$ cat src/vmsc_pkg.sv
package vmsc_pkg;

  // Clock of the controller.
  localparam int CLK_PERIOD_NS = 40;

  // Enable-to-active settling time of a detection circuit, in ns.
  localparam int ENABLE_SETTLE_NS = 300;
  localparam int ENABLE_SETTLE_CYC = (ENABLE_SETTLE_NS + CLK_PERIOD_NS - 1) / CLK_PERIOD_NS;
  // Settling wait after the channel-1 compare output enable on the unfiltered variant.
  localparam int CMP_SETTLE_NS = 2000;
  localparam int CMP_SETTLE_CYC = (CMP_SETTLE_NS + CLK_PERIOD_NS - 1) / CLK_PERIOD_NS;
  // Oscillator cycles to wait between compare output enable and filter enable.
  localparam int OSC_GAP_CYC = 1;
  // Filter settling is 2n + 3 oscillator cycles.
  localparam int FILT_SETTLE_ADD = 3;

  // Device register map, as seen on the device write port.
  localparam logic [2:0] DEV_LEVEL_SELECT = 3'h0;
  localparam logic [2:0] DEV_COMPARATOR_CONTROL = 3'h1;
  localparam logic [2:0] DEV_CH1_CONTROL0 = 3'h2;
  localparam logic [2:0] DEV_CH1_CONTROL1 = 3'h3;
  localparam logic [2:0] DEV_CH2_CONTROL0 = 3'h4;
  localparam logic [2:0] DEV_CH1_STATUS = 3'h5;

  // Comparator control bits.
  localparam int CMP_CH1_EXT_REF = 0;
  localparam int CMP_CH1_EXT_IN = 1;
  localparam int CMP_CH1_DETECT_EN = 2;
  localparam int CMP_CH2_DETECT_EN = 3;
  // Channel control 0 bits, shared layout for both channels.
  localparam int CR0_COMPARE_OUT_EN = 0;
  localparam int CR0_FILTER_DISABLE = 1;
  localparam int CR0_DIV_LSB = 2;
  localparam int CR0_INT_OR_RESET = 4;
  localparam int CR0_INT_RESET_EN = 5;
  // Channel 1 control 1 fields.
  localparam int CR1_TIMING_LSB = 0;
  localparam int CR1_TYPE = 2;
  localparam logic [7:0] DEV_REG_RESET = 8'h00;

  // Controller registers on the software port (byte offsets).
  localparam logic [4:0] REG_CTRL = 5'h00;
  localparam logic [4:0] REG_CONFIG = 5'h04;
  localparam logic [4:0] REG_STATUS = 5'h08;
  localparam logic [4:0] REG_IRQ_STATUS = 5'h0C;
  localparam logic [4:0] REG_IRQ_CLEAR = 5'h10;
  localparam logic [4:0] REG_IRQ_ENABLE = 5'h14;

  // CTRL bits.
  localparam int CTRL_START = 0;
  localparam int CTRL_CH1_FILTER_USE = 1;
  localparam int CTRL_CH2_FILTER_USE = 2;
  localparam int CTRL_SELECTABLE_INPUTS = 3;
  localparam int CTRL_FILTERED_VARIANT = 4;
  // CONFIG fields.
  localparam int CFG_LEVEL_LSB = 0;
  localparam int CFG_CH1_DIV_LSB = 4;
  localparam int CFG_CH2_DIV_LSB = 6;
  localparam int CFG_TIMING_LSB = 8;
  localparam int CFG_TYPE = 10;
  localparam logic [10:0] CFG_RESET = 11'h000;
  // Interrupt event bits.
  localparam int IRQ_DONE = 0;
  localparam int IRQ_REFUSED = 1;

  typedef enum logic [4:0] {
    VMSC_IDLE = 5'h00,
    VMSC_C2_ENABLE = 5'h01,
    VMSC_C2_SETTLE = 5'h02,
    VMSC_C2_CMPE = 5'h03,
    VMSC_C2_GAP = 5'h04,
    VMSC_C2_FILT = 5'h05,
    VMSC_C2_FWAIT = 5'h06,
    VMSC_C1_LEVEL = 5'h07,
    VMSC_C1_INPUT = 5'h08,
    VMSC_C1_CR0 = 5'h09,
    VMSC_C1_CR1 = 5'h0A,
    VMSC_C1_ENABLE = 5'h0B,
    VMSC_C1_SETTLE = 5'h0C,
    VMSC_C1_CMPE = 5'h0D,
    VMSC_C1_POST = 5'h0E,
    VMSC_C1_FILT = 5'h0F,
    VMSC_C1_FWAIT = 5'h10,
    VMSC_C1_CLRDET = 5'h11,
    VMSC_C1_RIE = 5'h12
  } vmsc_state_t;

endpackage

$ cat src/vmsc_wait_if.sv
`timescale 1ns/1ps
`default_nettype none
interface vmsc_wait_if;
  logic start;
  logic useOsc;
  logic [7:0] count;
  logic done;
  modport ctrl (output start, output useOsc, output count, input done);
  modport timer (input start, input useOsc, input count, output done);
endinterface
`default_nettype wire

$ cat src/vmsc_setup_control.sv
`timescale 1ns/1ps
`default_nettype none
// Behaviour
// - After channel-2 enable, wait the settling time before its compare output enable.
// - With filter, wait one oscillator cycle after compare output enable before filter enable.
// - Filter is turned on by writing 0 to the filter-disable bit.
// - After filter enable, wait 2n + 3 oscillator cycles before relying on output.
// - Channel-1 setup starts by programming the four-bit level select field.
// - Selectable-input variant: both channel-1 input select bits written to 0.
// - Filtered variant: write filter divider, or set filter-disable when unused.
// - Interrupt-or-reset select is written 0 to get an interrupt.
// - Two-bit interrupt timing field is programmed; device raises interrupts accordingly.
// - Interrupt type bit is programmed before enable; device issues that type.
// - Detection enable is set only after level, input, filter, interrupt settings.
// - After channel-1 enable, wait settling time, then set compare output enable.
// - Unfiltered variant waits at least 2 us after channel-1 compare output enable.
// - After the waits, clear the detect flag, then set interrupt/reset enable.
module vmsc_setup_control
  import vmsc_pkg::*;
(
  input wire logic mclk,
  input wire logic sys_rst,
  input wire logic [4:0] regAddr,
  input wire logic [31:0] regWdata,
  input wire logic regWrite,
  input wire logic regRead,
  output logic [31:0] regRdata,
  output logic irq,
  input wire logic lowSpeedOscClock,
  output logic devWrite,
  output logic [2:0] devAddr,
  output logic [7:0] devWdata
);

  vmsc_wait_if wt ();
  logic oscTick;

  vmsc_osc_tick oscSync (
    .mclk(mclk),
    .sys_rst(sys_rst),
    .oscPin(lowSpeedOscClock),
    .tick(oscTick)
  );

  vmsc_wait_timer waitTimer (
    .mclk(mclk),
    .sys_rst(sys_rst),
    .oscTick(oscTick),
    .wt(wt.timer)
  );

  vmsc_state_t state;
  logic [3:0] ctrlMode;
  logic [10:0] cfg;
  logic [3:0] runMode;
  logic [10:0] runCfg;
  logic [7:0] cmpShadow;
  logic [7:0] ch1Cr0;
  logic [7:0] ch2Cr0;
  logic [1:0] irqStatus;
  logic [1:0] irqEnable;
  logic doneEvent;
  logic refusedEvent;
  logic startReq;
  logic startOsc;
  logic [7:0] startCount;
  logic timerGo;

  // Divider code 0..3 gives n = 1, 2, 4, 8, so 2n + 3 oscillator cycles.
  function automatic logic [7:0] filt_wait(input logic [1:0] divCode);
    filt_wait = (8'h02 << divCode) + 8'(FILT_SETTLE_ADD);
  endfunction

  wire logic useF1 = runMode[CTRL_CH1_FILTER_USE - 1];
  wire logic useF2 = runMode[CTRL_CH2_FILTER_USE - 1];
  wire logic selInputs = runMode[CTRL_SELECTABLE_INPUTS - 1];
  wire logic filtVariant = runMode[CTRL_FILTERED_VARIANT - 1];
  wire logic [1:0] div1 = runCfg[CFG_CH1_DIV_LSB +: 2];
  wire logic [1:0] div2 = runCfg[CFG_CH2_DIV_LSB +: 2];

  assign startReq = regWrite && regAddr == REG_CTRL && regWdata[CTRL_START];
  assign wt.start = timerGo;
  assign wt.useOsc = startOsc;
  assign wt.count = startCount;

  // Software registers.
  always_ff @(posedge mclk) begin
    if (sys_rst) begin
      ctrlMode <= 4'h0;
      cfg <= CFG_RESET;
      irqEnable <= 2'h0;
    end else if (regWrite) begin
      if (regAddr == REG_CTRL) begin
        ctrlMode <= regWdata[CTRL_FILTERED_VARIANT:CTRL_CH1_FILTER_USE];
      end
      if (regAddr == REG_CONFIG) begin
        cfg <= regWdata[10:0];
      end
      if (regAddr == REG_IRQ_ENABLE) begin
        irqEnable <= regWdata[1:0];
      end
    end
  end

  // Read data stand in the cycle after the read strobe only.
  always_ff @(posedge mclk) begin
    if (sys_rst) begin
      regRdata <= 32'h00000000;
    end else if (regRead) begin
      case (regAddr)
        REG_CTRL: regRdata <= {27'h0000000, ctrlMode, 1'b0};
        REG_CONFIG: regRdata <= {21'h000000, cfg};
        REG_STATUS: regRdata <= {23'h000000, state, 2'h0, (state != VMSC_IDLE)};
        REG_IRQ_STATUS: regRdata <= {30'h00000000, irqStatus};
        REG_IRQ_ENABLE: regRdata <= {30'h00000000, irqEnable};
        default: regRdata <= 32'h00000000;
      endcase
    end else begin
      regRdata <= 32'h00000000;
    end
  end

  // A new event wins over a clear that lands in the same cycle.
  always_ff @(posedge mclk) begin
    if (sys_rst) begin
      irqStatus <= 2'h0;
      irq <= 1'b0;
    end else begin
      irqStatus <= (irqStatus & ~((regWrite && regAddr == REG_IRQ_CLEAR) ? regWdata[1:0] : 2'h0))
                   | {refusedEvent, doneEvent};
      irq <= |(irqStatus & irqEnable);
    end
  end

  // Setup sequencer: one device write per write state, timed waits in between.
  always_ff @(posedge mclk) begin
    if (sys_rst) begin
      state <= VMSC_IDLE;
      runMode <= 4'h0;
      runCfg <= CFG_RESET;
      cmpShadow <= DEV_REG_RESET;
      ch1Cr0 <= DEV_REG_RESET;
      ch2Cr0 <= DEV_REG_RESET;
      devWrite <= 1'b0;
      devAddr <= DEV_LEVEL_SELECT;
      devWdata <= DEV_REG_RESET;
      timerGo <= 1'b0;
      startOsc <= 1'b0;
      startCount <= 8'h00;
      doneEvent <= 1'b0;
      refusedEvent <= 1'b0;
    end else begin
      devWrite <= 1'b0;
      timerGo <= 1'b0;
      doneEvent <= 1'b0;
      refusedEvent <= 1'b0;
      case (state)
        VMSC_IDLE: begin
          if (startReq) begin
            // Settings are frozen at start so a rewrite mid-sequence cannot tear them.
            runMode <= regWdata[CTRL_FILTERED_VARIANT:CTRL_CH1_FILTER_USE];
            runCfg <= cfg;
            state <= VMSC_C2_ENABLE;
          end
        end
        VMSC_C2_ENABLE: begin
          cmpShadow[CMP_CH2_DETECT_EN] <= 1'b1;
          devWrite <= 1'b1;
          devAddr <= DEV_COMPARATOR_CONTROL;
          devWdata <= cmpShadow | (8'h01 << CMP_CH2_DETECT_EN);
          timerGo <= 1'b1;
          startOsc <= 1'b0;
          startCount <= 8'(ENABLE_SETTLE_CYC);
          state <= VMSC_C2_SETTLE;
        end
        VMSC_C2_SETTLE: begin
          if (wt.done) begin
            state <= VMSC_C2_CMPE;
          end
        end
        VMSC_C2_CMPE: begin
          ch2Cr0[CR0_COMPARE_OUT_EN] <= 1'b1;
          ch2Cr0[CR0_FILTER_DISABLE] <= 1'b1;
          ch2Cr0[CR0_DIV_LSB +: 2] <= div2;
          devWrite <= 1'b1;
          devAddr <= DEV_CH2_CONTROL0;
          devWdata <= {ch2Cr0[7:4], div2, 2'b11};
          if (useF2) begin
            timerGo <= 1'b1;
            startOsc <= 1'b1;
            startCount <= 8'(OSC_GAP_CYC);
            state <= VMSC_C2_GAP;
          end else begin
            state <= VMSC_C1_LEVEL;
          end
        end
        VMSC_C2_GAP: begin
          if (wt.done) begin
            state <= VMSC_C2_FILT;
          end
        end
        VMSC_C2_FILT: begin
          ch2Cr0[CR0_FILTER_DISABLE] <= 1'b0;
          devWrite <= 1'b1;
          devAddr <= DEV_CH2_CONTROL0;
          devWdata <= ch2Cr0 & ~(8'h01 << CR0_FILTER_DISABLE);
          timerGo <= 1'b1;
          startOsc <= 1'b1;
          startCount <= filt_wait(div2);
          state <= VMSC_C2_FWAIT;
        end
        VMSC_C2_FWAIT: begin
          if (wt.done) begin
            state <= VMSC_C1_LEVEL;
          end
        end
        VMSC_C1_LEVEL: begin
          devWrite <= 1'b1;
          devAddr <= DEV_LEVEL_SELECT;
          devWdata <= {4'h0, runCfg[CFG_LEVEL_LSB +: 4]};
          state <= VMSC_C1_INPUT;
        end
        VMSC_C1_INPUT: begin
          if (selInputs) begin
            cmpShadow[CMP_CH1_EXT_REF] <= 1'b0;
            cmpShadow[CMP_CH1_EXT_IN] <= 1'b0;
            devWrite <= 1'b1;
            devAddr <= DEV_COMPARATOR_CONTROL;
            devWdata <= cmpShadow & ~8'h03;
          end
          state <= VMSC_C1_CR0;
        end
        VMSC_C1_CR0: begin
          // Filter-disable is written as filtVariant here; on the filtered variant the filter is switched on only after the compare output settles.
          ch1Cr0[CR0_DIV_LSB +: 2] <= div1;
          ch1Cr0[CR0_FILTER_DISABLE] <= filtVariant;
          ch1Cr0[CR0_INT_OR_RESET] <= 1'b0;
          devWrite <= 1'b1;
          devAddr <= DEV_CH1_CONTROL0;
          devWdata <= {ch1Cr0[7:5], 1'b0, div1, filtVariant, ch1Cr0[0]};
          state <= VMSC_C1_CR1;
        end
        VMSC_C1_CR1: begin
          devWrite <= 1'b1;
          devAddr <= DEV_CH1_CONTROL1;
          devWdata <= {5'h00, runCfg[CFG_TYPE], runCfg[CFG_TIMING_LSB +: 2]};
          state <= VMSC_C1_ENABLE;
        end
        VMSC_C1_ENABLE: begin
          cmpShadow[CMP_CH1_DETECT_EN] <= 1'b1;
          devWrite <= 1'b1;
          devAddr <= DEV_COMPARATOR_CONTROL;
          devWdata <= cmpShadow | (8'h01 << CMP_CH1_DETECT_EN);
          timerGo <= 1'b1;
          startOsc <= 1'b0;
          startCount <= 8'(ENABLE_SETTLE_CYC);
          state <= VMSC_C1_SETTLE;
        end
        VMSC_C1_SETTLE: begin
          if (wt.done) begin
            state <= VMSC_C1_CMPE;
          end
        end
        VMSC_C1_CMPE: begin
          ch1Cr0[CR0_COMPARE_OUT_EN] <= 1'b1;
          devWrite <= 1'b1;
          devAddr <= DEV_CH1_CONTROL0;
          devWdata <= ch1Cr0 | (8'h01 << CR0_COMPARE_OUT_EN);
          if (!filtVariant) begin
            timerGo <= 1'b1;
            startOsc <= 1'b0;
            startCount <= 8'(CMP_SETTLE_CYC);
            state <= VMSC_C1_POST;
          end else if (useF1) begin
            timerGo <= 1'b1;
            startOsc <= 1'b1;
            startCount <= 8'(OSC_GAP_CYC);
            state <= VMSC_C1_POST;
          end else begin
            state <= VMSC_C1_CLRDET;
          end
        end
        VMSC_C1_POST: begin
          if (wt.done) begin
            state <= (filtVariant && useF1) ? VMSC_C1_FILT : VMSC_C1_CLRDET;
          end
        end
        VMSC_C1_FILT: begin
          ch1Cr0[CR0_FILTER_DISABLE] <= 1'b0;
          devWrite <= 1'b1;
          devAddr <= DEV_CH1_CONTROL0;
          devWdata <= ch1Cr0 & ~(8'h01 << CR0_FILTER_DISABLE);
          timerGo <= 1'b1;
          startOsc <= 1'b1;
          startCount <= filt_wait(div1);
          state <= VMSC_C1_FWAIT;
        end
        VMSC_C1_FWAIT: begin
          if (wt.done) begin
            state <= VMSC_C1_CLRDET;
          end
        end
        VMSC_C1_CLRDET: begin
          devWrite <= 1'b1;
          devAddr <= DEV_CH1_STATUS;
          devWdata <= 8'h00;
          state <= VMSC_C1_RIE;
        end
        VMSC_C1_RIE: begin
          ch1Cr0[CR0_INT_RESET_EN] <= 1'b1;
          devWrite <= 1'b1;
          devAddr <= DEV_CH1_CONTROL0;
          devWdata <= ch1Cr0 | (8'h01 << CR0_INT_RESET_EN);
          doneEvent <= 1'b1;
          state <= VMSC_IDLE;
        end
        default: begin
          state <= VMSC_IDLE;
        end
      endcase
      if (startReq && state != VMSC_IDLE) begin
        refusedEvent <= 1'b1;
      end
    end
  end

endmodule
`default_nettype wire

$ cat src/vmsc_osc_tick.sv
`timescale 1ns/1ps
`default_nettype none
module vmsc_osc_tick (
  input wire logic mclk,
  input wire logic sys_rst,
  input wire logic oscPin,
  output logic tick
);
  logic syncA;
  logic syncB;
  logic lastB;

  // The oscillator is asynchronous, so it is resynchronised before its edge is taken.
  always_ff @(posedge mclk) begin
    if (sys_rst) begin
      syncA <= 1'b0;
      syncB <= 1'b0;
      lastB <= 1'b0;
      tick <= 1'b0;
    end else begin
      syncA <= oscPin;
      syncB <= syncA;
      lastB <= syncB;
      tick <= syncB & ~lastB;
    end
  end
endmodule
`default_nettype wire

$ cat src/vmsc_wait_timer.sv
`timescale 1ns/1ps
`default_nettype none
module vmsc_wait_timer (
  input wire logic mclk,
  input wire logic sys_rst,
  input wire logic oscTick,
  vmsc_wait_if.timer wt
);
  logic [8:0] remain;
  logic running;
  logic mode;

  always_ff @(posedge mclk) begin
    if (sys_rst) begin
      remain <= 9'h000;
      running <= 1'b0;
      mode <= 1'b0;
      wt.done <= 1'b0;
    end else begin
      wt.done <= 1'b0;
      if (wt.start) begin
        // The first oscillator edge may come at once, so one extra edge makes a whole cycle.
        remain <= wt.useOsc ? {1'b0, wt.count} + 9'h001 : {1'b0, wt.count};
        mode <= wt.useOsc;
        running <= 1'b1;
      end else if (running) begin
        if (remain == 9'h000) begin
          running <= 1'b0;
          wt.done <= 1'b1;
        end else if (!mode || oscTick) begin
          remain <= remain - 9'h001;
        end
      end
    end
  end
endmodule
`default_nettype wire

$ cat config.mk
export PLATFORM = sky130hd
export DESIGN_NAME = vmsc_setup_control
export DESIGN_NICKNAME = d
export VERILOG_FILES = /design/src/vmsc_pkg.sv /design/src/vmsc_wait_if.sv /design/src/vmsc_setup_control.sv /design/src/vmsc_osc_tick.sv /design/src/vmsc_wait_timer.sv
export SDC_FILE = /design/constraint.sdc
export NUM_CORES = 1
export LEC_CHECK = 0
export ABC_AREA = 1
export ABC_CLOCK_PERIOD_IN_PS = 2610
export BUFFER_PORTS_ARGS = -buffer_cell sky130_fd_sc_hd__buf_2
export CORE_MARGIN = 2
export CORE_UTILIZATION = 59
export CTS_BUF_LIST = sky130_fd_sc_hd__clkbuf_8
export CTS_CLUSTER_DIAMETER = 30
export DETAILED_ROUTE_END_ITERATION = 16
export PLACE_DENSITY = 0.83
export RECOVER_POWER = 25
export SETUP_SLACK_MARGIN = 0.05
export SLEW_MARGIN = 0
export SYNTH_ARGS = -nofsm -noshare
export SYNTH_HDL_FRONTEND = slang
export SYNTH_HIERARCHICAL = 1
export SYNTH_SLANG_ARGS = --single-unit
$ cat constraint.sdc
create_clock -name mclk -period 2.61 [get_ports mclk]
set_input_delay 0.6525 -clock mclk [delete_from_list [all_inputs] [get_ports mclk]]
set_output_delay 0.6525 -clock mclk [all_outputs]
set_load 0.05 [all_outputs]
==> impl_metrics.yaml <==
timing:
  finalClockSkew_ps: 11.5
  tns_ps: 0
  slew_headroom_pct: 31.2
  setup_ws_ps: 409
  period_needed_ps: 2200
  worst_pin_slew_ps: 1030
  finalCritPeriodShare_pct: 84.3
  rsz0062_at_grt: "no"
  whs_ps: 408
  hold_viol: 0
  finalSetupViolCount: 0
  slew_viol_final: 0
  fmaxAchievable_ghz: 0.454
clock_tree:
  cts_max_level: 3
  cts_tree: "done"
  cts-root-buf: "clkbuf_8"
  cts_resized: 0
  clk-insertion-delay-late_ps: 360
  cts_setup_buffers: 0
  cts_buffers: 9
  cts.sink_count: 96
  clk_pin_slew_ps: 100
  postCtsHoldBufs: 0
  clk_path_buf_depth: 2
place:
  place.gp.congestion: 0.899
  hpwl_um: 8660
  io_buffers: 41
  place_ws_ps: 365
  place_area_um2: 5200
  dp_cells: 842
cells_and_area:
  final_nets: 792
  fin_cells: 858
  drive_above_1_share_pct: 16.7
  final_util_pct: 65.1
  design_area_um2: 5350
  fillCellCount: 756
  syn_to_final_growth_pct: 7.01
  diodes: 0
floorplanning:
  core_um2: 8220
  die_h_um: 96.0
  io_pins: 87
  design.die.area_um2: 9220
  dieWidth_um: 96.0
  start_util_pct: 60.8
  fp-row-count: 33
synth:
  ys.flop_type: "dfxtp_1"
  async_reset_ff_share_pct: 0
  synth_top_cell_by_area: "dfxtp_1"
  yosys.area.top_type_share_pct: 38.5
  synth-xor-area-share_pct: 0.351
  synthTopCellsByCount: "146 x nand2_1, 96 x dfxtp_1, 80 x inv_1"
  ys_seq_area_share_pct: 38.5
  synth-seq-cells: 96
  synth_fa_ha_area_share_pct: 0.501
  syn_area_um2: 4990
  synth_area_leaders: "dfxtp_1 38%, nand2_1 11%, a21oi_1 6.4%, inv_1 6.0%, nor2_1 5.3%"
  synth_enable_flop_cells: 0
  synth_compound_area_share_pct: 13.8
  synthSimpleGateAreaFrac_pct: 34.0
  synth_most_common_cell: "nand2_1"
  synth_cell_types: 45
  synth_cells: 704
  post_synth.cell_area_avg_um2: 7.09
  yosys_warnings: 6
  synth_top_family_by_area: "simple AND/OR/NAND/NOR gates"
  synthMuxAreaShare_pct: 0
route:
  avgRoutedWirePerCell_um: 13.6
  drtAntennaViolNets: 0
  vias: 4521
  drt_iter0_drc: 317
  firstDrtPassIters: 5
  drc: 0
  wl_um: 11700
  viasPerCell: 5.27
critical_path:
  crit_fanout: 8
  worstPathCellList: "buf_4 -> nand2_8 -> nor2_1 -> inv_1 -> nand2_1 -> a21oi_1 -> nand4_1 -> nor2_1 -> nor2_1"
  critPathMostFrequentCell: "nor2_1"
  critPathMaxStageDelay_ps: 600
  endpoint_kind: "flop"
  arrival_ps: 2500
  worst-setup-path-type: "reg2reg"
  crit_required_ps: 2910
  start_kind: "flop"
  cp_slowest_cell: "dfxtp_1"
pwr:
  p_total_mw: 4.02
  p_leak_nw: 2.36
  p_per_area_nw_per_um2: 752
  ir_drop_uv: 320
run:
  timing.max_cap.violations: 0
global_routing:
  grt_max_degree: 48
  antenna_found_initial: 0
  first_global_vias: 4084
  overflow: 0
  grt_pass1_wl_um: 19300
  grt_use_total_pct: 26.9
hold_path:
  hp-class: "reg2reg"
outcome:
  run_status: "finished clean"
[final cells by class]
class / instances / area (um^2) / share of cell area [%]
clock buffers: 9 / 124 / 2.32
clock inverters: 7 / 61.3 / 1.15
inverters: 91 / 347 / 6.48
multi-input cells: 502 / 2500 / 46.9
flip-flops and latches: 96 / 1920 / 36.0
well taps: 105 / 131 / 2.46
repair buffers: 48 / 255 / 4.78
[cell families (layout without fill, tap and decap cells)]
kind of cell	Yosys count	after routing
flops	96	96
xor+xnor	2	2
buf+inv	136	155
simple gates	340	340
other cells	1	31
compound gates	127	127
fa+ha+maj	2	2
[worst paths after layout]
kind,startpoint,end,slack (ps),cells after the start
setup reg to reg,state[1],devWdata[3],410,9
hold reg to reg,oscSync/lastB,oscSync/tick,410,1
hold / removal,oscSync/lastB,oscSync/tick,410,1
setup / recovery,state[1],devWdata[3],410,9
[worst max-delay path: cells and delay by family, from the launching register on]
kind            cells  cell delay (ps)
compound gates      1               90
simple gates        6              980
flops               1              600
buf+inv             2              450
[cell usage in the layout, fill, tap and decap left out, types with 6 or more instances in the layout]
cell | synthesis | layout
inv_1 | 80 | 80
inv_2 | 8 | 7
buf_2 | 3 | 41
clkbuf_8 | 0 | 9
nand4_1 | 9 | 9
buf_4 | 26 | 6
nor3_1 | 8 | 9
a21oi_1 | 64 | 64
conb_1 | 1 | 31
nor2_1 | 71 | 77
nand2_2 | 10 | 9
dfxtp_1 | 96 | 96
nand3_1 | 42 | 43
nand2_1 | 146 | 147
nor2_2 | 25 | 21
nor2_4 | 9 | 7
o21ai_0 | 42 | 42
[report_power, final]
group          switching (mW)  total [mW]  leakage (nW)  internal (mW)
combinational           0.970        1.38          1.49          0.412
clock                   0.565       0.932        0.0940          0.367
sequential              0.133        1.71         0.776           1.57
[flip-flops by register name, summed over array words and instances (netlist names), 2 cells and up]
name,flops
cfg,11
ch1Cr0,5
ch2Cr0,3
cmpShadow,2
ctrlMode,4
devAddr,3
devWdata,5
irqEnable,2
irqStatus,2
regRdata,11
runCfg,11
runMode,4
startCount,6
state,5
waitTimer/remain,9
[layer usage]
| metal | track usage, % | wire length [um] | vias to the layer above |
|---|---|---|---|
| met2 | 43.3 | 5440 | 176 |
| met3 | 4.54 | 674 | 14 |
| met1 | 36.5 | 5380 | 2050 |
| met5 | 0 | 0 | - |
| li1 | - | - | 2281 |
| met4 | 8.93 | 194 | 0 |
No activity file was read; power rests on OpenSTA's default activity.
